**config.mk**
```make
export PLATFORM = sky130hd
export DESIGN_NAME = ppf_pin_functions
export DESIGN_NICKNAME = d
export VERILOG_FILES = /design/src/logic/ppf_pkg.sv /design/src/logic/ppf_db_if.sv /design/src/logic/ppf_debounce.sv /design/src/logic/ppf_pin_functions.sv
export SDC_FILE = /design/constraint.sdc
export NUM_CORES = 1
export LEC_CHECK = 0
export BUFFER_PORTS_ARGS = -buffer_cell sky130_fd_sc_hd__buf_2
export CORE_UTILIZATION = 55
export DETAILED_ROUTE_END_ITERATION = 7
export HOLD_SLACK_MARGIN = 0.1
export PLACE_DENSITY = 0.81
export SYNTH_ARGS = -nofsm -noshare
export SYNTH_HDL_FRONTEND = slang
export SYNTH_SLANG_ARGS = --single-unit
export TNS_END_PERCENT = 1
```
**constraint.sdc**
```tcl
create_clock -name clk -period 3.25 [get_ports clk]
set_clock_uncertainty 0.1 [all_clocks]
set_input_delay 0.1625 -clock clk [delete_from_list [all_inputs] [get_ports clk]]
set_output_delay 0.1625 -clock clk [all_outputs]
set_load 0.02 [all_outputs]
```
**src/logic/ppf_pkg.sv**
```systemverilog
// shared constants of the programmable pin function block
// assumes a single 40 MHz core clock and synchronous pin inputs
package ppf_pkg;

  // core clock and smbus controller clock rate
  localparam int CLK_HZ     = 40_000_000;
  localparam int SMB_SCL_HZ = 1_000_000;
  localparam int SMB_DIV_W  = 8;
  // half period of the smbus clock, in core cycles, minus one
  localparam logic [SMB_DIV_W-1:0] SMB_HALF_LAST = SMB_DIV_W'(CLK_HZ / (2 * SMB_SCL_HZ) - 1);

  // counts of repeated functions, and the width of the debounce time
  localparam int SPI_HOSTS    = 2;
  localparam int SPI_SELECTS  = 7;
  localparam int REFCLK_PORTS = 2;
  localparam int DB_CHANNELS  = 4;
  localparam int DB_TIME_W    = 16;

  // debouncer channel indices
  localparam int DB_SPI0_ALERT  = 0;
  localparam int DB_SPI1_ALERT  = 1;
  localparam int DB_SMB_ALERT   = 2;
  localparam int DB_SERIAL_WAKE = 3;

  // reset and idle levels
  localparam logic [SPI_SELECTS-1:0] SEL_IDLE  = 7'h7f;
  localparam logic                   PIN_HIGH  = 1'h1;
  localparam logic                   PIN_LOW   = 1'h0;

endpackage

```
**src/logic/ppf_db_if.sv**
```systemverilog
// carrier between the pin block and one input debouncer
// assumes the debouncer runs on the same clock as the pin block
`timescale 1ns/1ps
interface ppf_db_if #(
  parameter int W = 16
);
  logic         raw;
  logic         enable;
  logic [W-1:0] limit;
  logic         filtered;

  modport core (output raw, output enable, output limit, input filtered);
  modport filt (input raw, input enable, input limit, output filtered);
endinterface

```
**src/logic/ppf_debounce.sv**
```systemverilog
// one input debouncer with restart on change
// assumes raw is synchronous to clk; limit is the debounce time in cycles
`timescale 1ns/1ps
module ppf_debounce #(
  parameter int   W        = 16,
  parameter logic RST_LEVEL = 1'h1
) (
  // clock and reset
  input wire logic clk,
  input wire logic reset,
  input wire logic ce,
  // pin side and function side
  ppf_db_if.filt   db
);

  logic         stable_q;
  logic         stable_d;
  logic         cand_q;
  logic         cand_d;
  logic [W-1:0] cnt_q;
  logic [W-1:0] cnt_d;

  always_comb begin
    stable_d = stable_q;
    cand_d   = cand_q;
    cnt_d    = cnt_q;
    if (!db.enable) begin
      stable_d = db.raw;
      cand_d   = db.raw;
      cnt_d    = '0;
    end else if (db.raw != cand_q) begin
      cand_d = db.raw;
      cnt_d  = '0;
    end else if (cand_q != stable_q) begin
      if (cnt_q >= db.limit) begin
        stable_d = cand_q;
        cnt_d    = '0;
      end else begin
        cnt_d = cnt_q + W'(1);
      end
    end
  end

  always_ff @(posedge clk) begin
    if (reset) begin
      stable_q <= RST_LEVEL;
      cand_q   <= RST_LEVEL;
      cnt_q    <= '0;
    end else if (ce) begin
      stable_q <= stable_d;
      cand_q   <= cand_d;
      cnt_q    <= cnt_d;
    end
  end

  // disabled debouncer passes the raw level straight through
  assign db.filtered = db.enable ? stable_q : db.raw;

endmodule

```
**src/logic/ppf_pin_functions.sv**
```systemverilog
// pin-level logic of the programmable pin functions
// assumes pins arrive synchronous to clk; open-drain pins use in/out/oe triples resolved outside, the smbus clock an out/oe pair only
`timescale 1ns/1ps
module ppf_pin_functions #(
  parameter int DB_W = ppf_pkg::DB_TIME_W
) (
  // clock, reset, clock enable
  input  wire logic                                      clk,
  input  wire logic                                      reset,
  input  wire logic                                      ce,
  // function selects
  input  wire logic                                      sel_link_wake,
  input  wire logic                                      obff_mode,
  input  wire logic                                      sel_aux_power,
  input  wire logic [ppf_pkg::REFCLK_PORTS-1:0]          sel_refclk_req,
  input  wire logic [ppf_pkg::SPI_HOSTS-1:0]             sel_spi_host,
  input  wire logic                                      sel_smbus_alert,
  input  wire logic                                      sel_smbus_clock,
  input  wire logic                                      sel_serial0_wake,
  // debouncer configuration
  input  wire logic [ppf_pkg::DB_CHANNELS-1:0]           db_enable,
  input  wire logic [ppf_pkg::DB_CHANNELS-1:0][DB_W-1:0] db_time,
  // link wake
  input  wire logic                                      wake_event,
  input  wire logic                                      link_wake_in_n,
  output      logic                                      link_wake_out_n,
  output      logic                                      link_wake_oe,
  output      logic                                      obff_event,
  output      logic                                      obff_active,
  // aux power detect
  input  wire logic                                      aux_power_detect,
  output      logic                                      aux_pulldown_en,
  output      logic                                      aux_pme_d3cold_ok,
  // reference clock requests
  input  wire logic [ppf_pkg::REFCLK_PORTS-1:0]          refclk_req_assert,
  input  wire logic                                      port0_refclk_request_n_in,
  output      logic                                      port0_refclk_request_n_out,
  output      logic                                      port0_refclk_request_n_oe,
  input  wire logic                                      port1_refclk_request_n_in,
  output      logic                                      port1_refclk_request_n_out,
  output      logic                                      port1_refclk_request_n_oe,
  output      logic [ppf_pkg::REFCLK_PORTS-1:0]          refclk_req_seen,
  // spi hosts
  input  wire logic [ppf_pkg::SPI_HOSTS-1:0][ppf_pkg::SPI_SELECTS-1:0] spi_select_req,
  input  wire logic [ppf_pkg::SPI_HOSTS-1:0]             spi_clock_req,
  output      logic [ppf_pkg::SPI_SELECTS-1:0]           spi_host0_select_n,
  output      logic [ppf_pkg::SPI_SELECTS-1:0]           spi_host1_select_n,
  output      logic                                      spi_host0_clock_out,
  output      logic                                      spi_host1_clock_out,
  input  wire logic                                      spi_host0_alert_in_n,
  input  wire logic                                      spi_host1_alert_in_n,
  output      logic [ppf_pkg::SPI_HOSTS-1:0]             spi_alert,
  // smbus controller
  input  wire logic                                      smbus_clock_run,
  output      logic                                      smbus_host_clock_out,
  output      logic                                      smbus_host_clock_oe,
  input  wire logic                                      smbus_host_alert_in_n,
  output      logic                                      smbus_alert,
  // serial wake
  input  wire logic                                      serial0_wake_req,
  input  wire logic                                      serial0_wake_in_n,
  output      logic                                      serial0_wake_out_n,
  output      logic                                      serial0_wake_oe,
  output      logic                                      serial0_wake_seen
);

  // debouncer channels
  logic [ppf_pkg::DB_CHANNELS-1:0] db_raw;
  logic [ppf_pkg::DB_CHANNELS-1:0] db_sel;
  logic [ppf_pkg::DB_CHANNELS-1:0] db_out;

  assign db_raw[ppf_pkg::DB_SPI0_ALERT]  = spi_host0_alert_in_n;
  assign db_raw[ppf_pkg::DB_SPI1_ALERT]  = spi_host1_alert_in_n;
  assign db_raw[ppf_pkg::DB_SMB_ALERT]   = smbus_host_alert_in_n;
  assign db_raw[ppf_pkg::DB_SERIAL_WAKE] = serial0_wake_in_n;
  assign db_sel[ppf_pkg::DB_SPI0_ALERT]  = sel_spi_host[0];
  assign db_sel[ppf_pkg::DB_SPI1_ALERT]  = sel_spi_host[1];
  assign db_sel[ppf_pkg::DB_SMB_ALERT]   = sel_smbus_alert;
  assign db_sel[ppf_pkg::DB_SERIAL_WAKE] = sel_serial0_wake;

  generate
    for (genvar c = 0; c < ppf_pkg::DB_CHANNELS; c++) begin : g_db
      ppf_db_if #(.W(DB_W)) dbi ();
      assign dbi.raw    = db_raw[c];
      assign dbi.enable = db_enable[c] & db_sel[c];
      assign dbi.limit  = db_time[c];
      assign db_out[c]  = dbi.filtered;
      ppf_debounce #(
        .W         (DB_W),
        .RST_LEVEL (ppf_pkg::PIN_HIGH)
      ) u_db (
        .clk   (clk),
        .reset (reset),
        .ce    (ce),
        .db    (dbi)
      );
    end
  endgenerate

  // registered pin-facing state
  logic                                   wake_oe_q, wake_oe_d;
  logic                                   wake_prev_q, wake_prev_d;
  logic                                   obff_event_q, obff_event_d;
  logic                                   obff_active_q, obff_active_d;
  logic                                   aux_ok_q, aux_ok_d;
  logic [ppf_pkg::REFCLK_PORTS-1:0]       rc_oe_q, rc_oe_d;
  logic [ppf_pkg::REFCLK_PORTS-1:0]       rc_seen_q, rc_seen_d;
  logic [ppf_pkg::REFCLK_PORTS-1:0]       rc_pin;
  logic [ppf_pkg::SPI_HOSTS-1:0][ppf_pkg::SPI_SELECTS-1:0] sel_n_q, sel_n_d;
  logic [ppf_pkg::SPI_HOSTS-1:0]          sclk_q, sclk_d;
  logic [ppf_pkg::SPI_HOSTS-1:0]          alert_q, alert_d;
  logic                                   smb_alert_q, smb_alert_d;
  logic                                   scl_high_q, scl_high_d;
  logic [ppf_pkg::SMB_DIV_W-1:0]          scl_cnt_q, scl_cnt_d;
  logic                                   ser_oe_q, ser_oe_d;
  logic                                   ser_seen_q, ser_seen_d;

  assign rc_pin = {port1_refclk_request_n_in, port0_refclk_request_n_in};

  always_comb begin
    // link wake: drive low on a wake event, input only in flush/fill mode
    wake_oe_d     = sel_link_wake & ~obff_mode & wake_event;
    wake_prev_d   = link_wake_in_n;
    obff_event_d  = sel_link_wake & obff_mode & wake_prev_q & ~link_wake_in_n;
    obff_active_d = sel_link_wake & obff_mode & ~link_wake_in_n;
    // aux detect: override to low when another function owns the pin
    aux_ok_d      = sel_aux_power & aux_power_detect;
    // reference clock requests: drive low only, sense while selected
    rc_oe_d       = sel_refclk_req & refclk_req_assert;
    rc_seen_d     = sel_refclk_req & ~rc_pin;
    // spi hosts: active-low selects, clock low while idle or unselected
    for (int h = 0; h < ppf_pkg::SPI_HOSTS; h++) begin
      sel_n_d[h] = sel_spi_host[h] ? ~spi_select_req[h] : ppf_pkg::SEL_IDLE;
      sclk_d[h]  = sel_spi_host[h] & spi_clock_req[h];
    end
    alert_d[0]  = sel_spi_host[0] & ~db_out[ppf_pkg::DB_SPI0_ALERT];
    alert_d[1]  = sel_spi_host[1] & ~db_out[ppf_pkg::DB_SPI1_ALERT];
    smb_alert_d = sel_smbus_alert & ~db_out[ppf_pkg::DB_SMB_ALERT];
    // smbus controller clock divider
    scl_high_d = ppf_pkg::PIN_HIGH;
    scl_cnt_d  = '0;
    if (sel_smbus_clock & smbus_clock_run) begin
      if (scl_cnt_q == ppf_pkg::SMB_HALF_LAST) begin
        scl_high_d = ~scl_high_q;
      end else begin
        scl_high_d = scl_high_q;
        scl_cnt_d  = scl_cnt_q + ppf_pkg::SMB_DIV_W'(1);
      end
    end
    // serial wake: open-drain low drive, debounced pin sense
    ser_oe_d   = sel_serial0_wake & serial0_wake_req;
    ser_seen_d = sel_serial0_wake & ~db_out[ppf_pkg::DB_SERIAL_WAKE];
  end

  always_ff @(posedge clk) begin
    if (reset) begin
      wake_oe_q     <= 1'h0;
      wake_prev_q   <= ppf_pkg::PIN_HIGH;
      obff_event_q  <= 1'h0;
      obff_active_q <= 1'h0;
      aux_ok_q      <= 1'h0;
      rc_oe_q       <= '0;
      rc_seen_q     <= '0;
      sel_n_q       <= {ppf_pkg::SPI_HOSTS{ppf_pkg::SEL_IDLE}};
      sclk_q        <= '0;
      alert_q       <= '0;
      smb_alert_q   <= 1'h0;
      scl_high_q    <= ppf_pkg::PIN_HIGH;
      scl_cnt_q     <= '0;
      ser_oe_q      <= 1'h0;
      ser_seen_q    <= 1'h0;
    end else if (ce) begin
      wake_oe_q     <= wake_oe_d;
      wake_prev_q   <= wake_prev_d;
      obff_event_q  <= obff_event_d;
      obff_active_q <= obff_active_d;
      aux_ok_q      <= aux_ok_d;
      rc_oe_q       <= rc_oe_d;
      rc_seen_q     <= rc_seen_d;
      sel_n_q       <= sel_n_d;
      sclk_q        <= sclk_d;
      alert_q       <= alert_d;
      smb_alert_q   <= smb_alert_d;
      scl_high_q    <= scl_high_d;
      scl_cnt_q     <= scl_cnt_d;
      ser_oe_q      <= ser_oe_d;
      ser_seen_q    <= ser_seen_d;
    end
  end

  // open-drain pins only ever drive low
  assign link_wake_out_n            = ppf_pkg::PIN_LOW;
  assign link_wake_oe               = wake_oe_q;
  assign obff_event                 = obff_event_q;
  assign obff_active                = obff_active_q;
  assign aux_pulldown_en            = sel_aux_power;
  assign aux_pme_d3cold_ok          = aux_ok_q;
  assign port0_refclk_request_n_out = ppf_pkg::PIN_LOW;
  assign port0_refclk_request_n_oe  = rc_oe_q[0];
  assign port1_refclk_request_n_out = ppf_pkg::PIN_LOW;
  assign port1_refclk_request_n_oe  = rc_oe_q[1];
  assign refclk_req_seen            = rc_seen_q;
  assign spi_host0_select_n         = sel_n_q[0];
  assign spi_host1_select_n         = sel_n_q[1];
  assign spi_host0_clock_out        = sclk_q[0];
  assign spi_host1_clock_out        = sclk_q[1];
  assign spi_alert                  = alert_q;
  assign smbus_host_clock_out       = ppf_pkg::PIN_LOW;
  assign smbus_host_clock_oe        = ~scl_high_q;
  assign smbus_alert                = smb_alert_q;
  assign serial0_wake_out_n         = ppf_pkg::PIN_LOW;
  assign serial0_wake_oe            = ser_oe_q;
  assign serial0_wake_seen          = ser_seen_q;

endmodule

```
==> impl_metrics.csv <==
group,metric,value,unit
run_status,outcome,"finished with violations",
run_status,violations,"DRC",
cts,insertion_delay,360,ps
die,die_w,112.3,um
synthesis,avgSynthCellArea,8.093,um^2
worst_setup_path,critical_path_required,3430,ps
die,coreArea,11610,um^2
global_route,antenna_found_initial,0,
die,start_util,57.63,%
worst_setup_path,endpoint_kind,"flip-flop",
synthesis,yosys_register_bits,111,
cts,cts_tree,"done",
sta,rsz0062_at_grt,"no",
layout,layout-drive-gt1-share,18.48,%
power_and_ir_drop,pwr-share-clk,40.2,%
worst_setup_path,critPathSlowestCell,"a2111o_1",
power_and_ir_drop,power_frac_comb,12.6,%
synthesis,synthArstFlopShare,0,%
sta,tightest_slew,977.2,ps
placed_design,dp_slack,687.0,ps
worst_setup_path,crit_start,"g_db[2].u_db.cnt_q[0]",
sta,setup_violations,0,
power_and_ir_drop,intPower,0.002254,W
power_and_ir_drop,power_frac_seq,47.2,%
power_and_ir_drop,leakagePower,3.760,nW
worst_setup_path,worstPathCellList,"inv_1, ha_1, nand2b_1, a2111o_1, a311oi_1, o211ai_1, o22a_1, nor2_1",
die,die_area,12610,um^2
min_path,min_from,"db_enable[3]",
global_route,gr-total-overflow,0,
placed_design,place_congestion,0.8243,
synthesis,seq_area_frac_synth,33.20,%
synthesis,synth_top_cell_by_area,"dfxtp_1",
power_and_ir_drop,power.switching,0.0007238,W
sta,finalCriticalPeriod,2580,ps
global_route,grt_max_degree,40,
sta,hold_violations,0,
global_route,grt_pass1_wl,26.74,mm
worst_setup_path,crit_path_max_incr_delay,410,ps
sta,post-route-period-util,79.39,%
detailed_routing,routed_wirelength,15.49,mm
worst_setup_path,cp.buffers_inverters,1,
synthesis,synth_edf_count,0,
detailed_routing,drt-initial-drc-count,317,
synthesis,netlist_instances,827,
die,rows,39,
worst_setup_path,reg2reg_slack,670,ps
detailed_routing,wl_per_cell,13.54,um
placed_design,dp_hpwl,10.53,mm
synthesis,yosys_warnings,0,
synthesis,yosysMostFrequentCell,"nor2_1",
layout,nNetsFinal,1175,
detailed_routing,ant_nets,0,
power_and_ir_drop,p_sw_share,24.30,%
synthesis,synth_area,6693,um^2
sta,setup_ws,669.8,ps
cts,clk_path_buf_depth,2,
synthesis,synth_flop_cell,"dfxtp_1",
worst_setup_path,cpLargestDelayFamily,"compound AO/OA/AOI/OAI gates",
detailed_routing,drc,9,
worst_setup_path,crit_arrival,2760,ps
worst_setup_path,crit_path_max_fanout,12,
worst_setup_path,worstSetupStartpointType,"flip-flop",
run,maxCapViolations,0,
worst_setup_path,crit_type,"flip-flop to flip-flop",
cts,clock_sinks,111,
cts,cts.htree.levels,3,
synthesis,synth_cell_types,63,
power_and_ir_drop,power_density,361.6,nW/um^2
sta,max-slew-margin-rel,34.25,%
min_path,hp-class,"input pin to flip-flop",
sta,fmax,387.6,MHz
sta,hold-worst-slack,121.7,ps
worst_setup_path,reg2reg_from,"g_db[2].u_db.cnt_q[0]",
die,boundaryPins,146,
sta,drv_slew,0,
layout,syn2layout_area_growth,23.05,%
detailed_routing,via_per_inst,5.441,
synthesis,yosys-top-cells-area,"dfxtp_1 (33%), ha_1 (13%), nor2_1 (6.6%)",
sta,tns,0,ps
power_and_ir_drop,p_total,0.002978,W
cts,clk_pin_slew,70,ps
placed_design,io_buffers,140,
global_route,grt.total_usage,25.88,%
power_and_ir_drop,max-vdd-ir-drop,0.3112,mV
detailed_routing,dr.pass1.iters,8,
synthesis,synth_common_cells,"nor2_1 (118), dfxtp_1 (111), inv_1 (75)",
synthesis,yosysTopAreaCellShare,33.20,%
global_route,grt_pass1_vias,6061,
die,die_y,112.3,um
detailed_routing,vias,6225,
cts,clockRootBuffer,"clkbuf_16",
layout,antennaDiodeCount,0,
cts,numCtsBuffers,9,
[layout by cell type, fill, tap and decap left out, types with 4 or more instances in the layout]
cell           instances
buf_2                140
nor2_1               118
dfxtp_1              111
inv_1                 75
ha_1                  69
nand2_1               57
xor2_1                46
a21oi_1               44
nand3_1               44
dlygate4sd3_1         43
nand4_1               26
or2_2                 17
xnor2_1               16
and3_1                13
o21ai_0               13
nand2b_1              12
mux2i_1                9
a211oi_1               9
and4_1                 9
clkbuf_16              9
and2_1                 8
nor3_1                 8
a211o_1                8
a21o_1                 7
buf_4                  7
o211ai_1               5
or3_1                  5
conb_1                 5
a22oi_1                4
o21a_1                 4
nor2b_1                4
[registers in the layout, indices dropped and copies added (netlist names), 2 cells and up]
register	cells
g_db.u_db.cand_q	4
g_db.u_db.cnt_q	64
g_db.u_db.stable_q	4
rc_oe_q	2
refclk_req_seen	2
scl_cnt_q	8
sclk_q	2
spi_alert	2
spi_host0_select_n	7
spi_host1_select_n	7
[worst min-delay path, stage by stage]
cell     delay (ps)
buf_2           120
a311o_1         170
mux2i_1          70
[stage by stage]
step	util [%]	area, um^2	cells
final	70.91	8235	1144
after global routing	70.91	8235	1144
after CTS	70.91	8235	1144
after detailed placement	64.42	7481	1085
after global placement	64.42	7481	1085
after floorplan	-	6708	831
[final timing paths]
kind | cells past startpoint | to
worst min register to register | 2 | aux_pme_d3cold_ok
worst max register to register | 8 | g_db[2].u_db.cnt_q[6]
worst min-delay path | 3 | g_db[3].u_db.stable_q
worst max-delay path | 8 | g_db[2].u_db.cnt_q[6]
[metal layers]
| metal | vias up | wire [um] | global-route usage, % |
|---|---|---|---|
| met2 | 166 | 7303 | 44.27 |
| met1 | 2848 | 7215 | 33.10 |
| met4 | 0 | 376 | 10.49 |
| met5 | - | 0 | 0 |
| li1 | 3182 | - | - |
| met3 | 29 | 591 | 3.294 |
[cell type report]
type	instances	area, um^2
repair buffers	190	1184
well taps	143	178.9
clock buffers	11	242.7
clock inverters	5	81.33
multi-input cells	609	4045
fillers	906	3378
flip-flops and latches	111	2222
inverters	75	281.5
[power by group through the flow]
stage	combinational (W)	sequential, W	clock, W
2_1_floorplan	0.000197	0.00145	0
3_3_place_gp	0.000323	0.00144	0
3_5_place_dp	0.000329	0.00144	0
4_1_cts	0.000368	0.00141	0.00122
5_1_grt	0.000418	0.00141	0.00129
6_report	0.000374	0.00141	0.00120
[cells by family (layout without fill, tap and decap cells)]
group | Yosys count | count (layout) | synth area share [%]
AO/OA/AOI/OAI | 124 | 124 | 12.45
XOR/XNOR | 62 | 62 | 8.114
adder cells (fa/ha/maj) | 69 | 69 | 12.90
buffers and inverters | 111 | 281 | 6.581
flip-flops | 111 | 111 | 33.20
multiplexers | 10 | 10 | 1.514
other | 1 | 5 | 0.05603
AND/OR/NAND/NOR | 339 | 339 | 25.18
[repair_timing]
item,in CTS,in global routing
setup buffers,0,0
endpoints found under the hold margin,34,0
gates resized for setup,0,0
hold buffers,43,0
No activity file was read; power rests on OpenSTA's default activity.
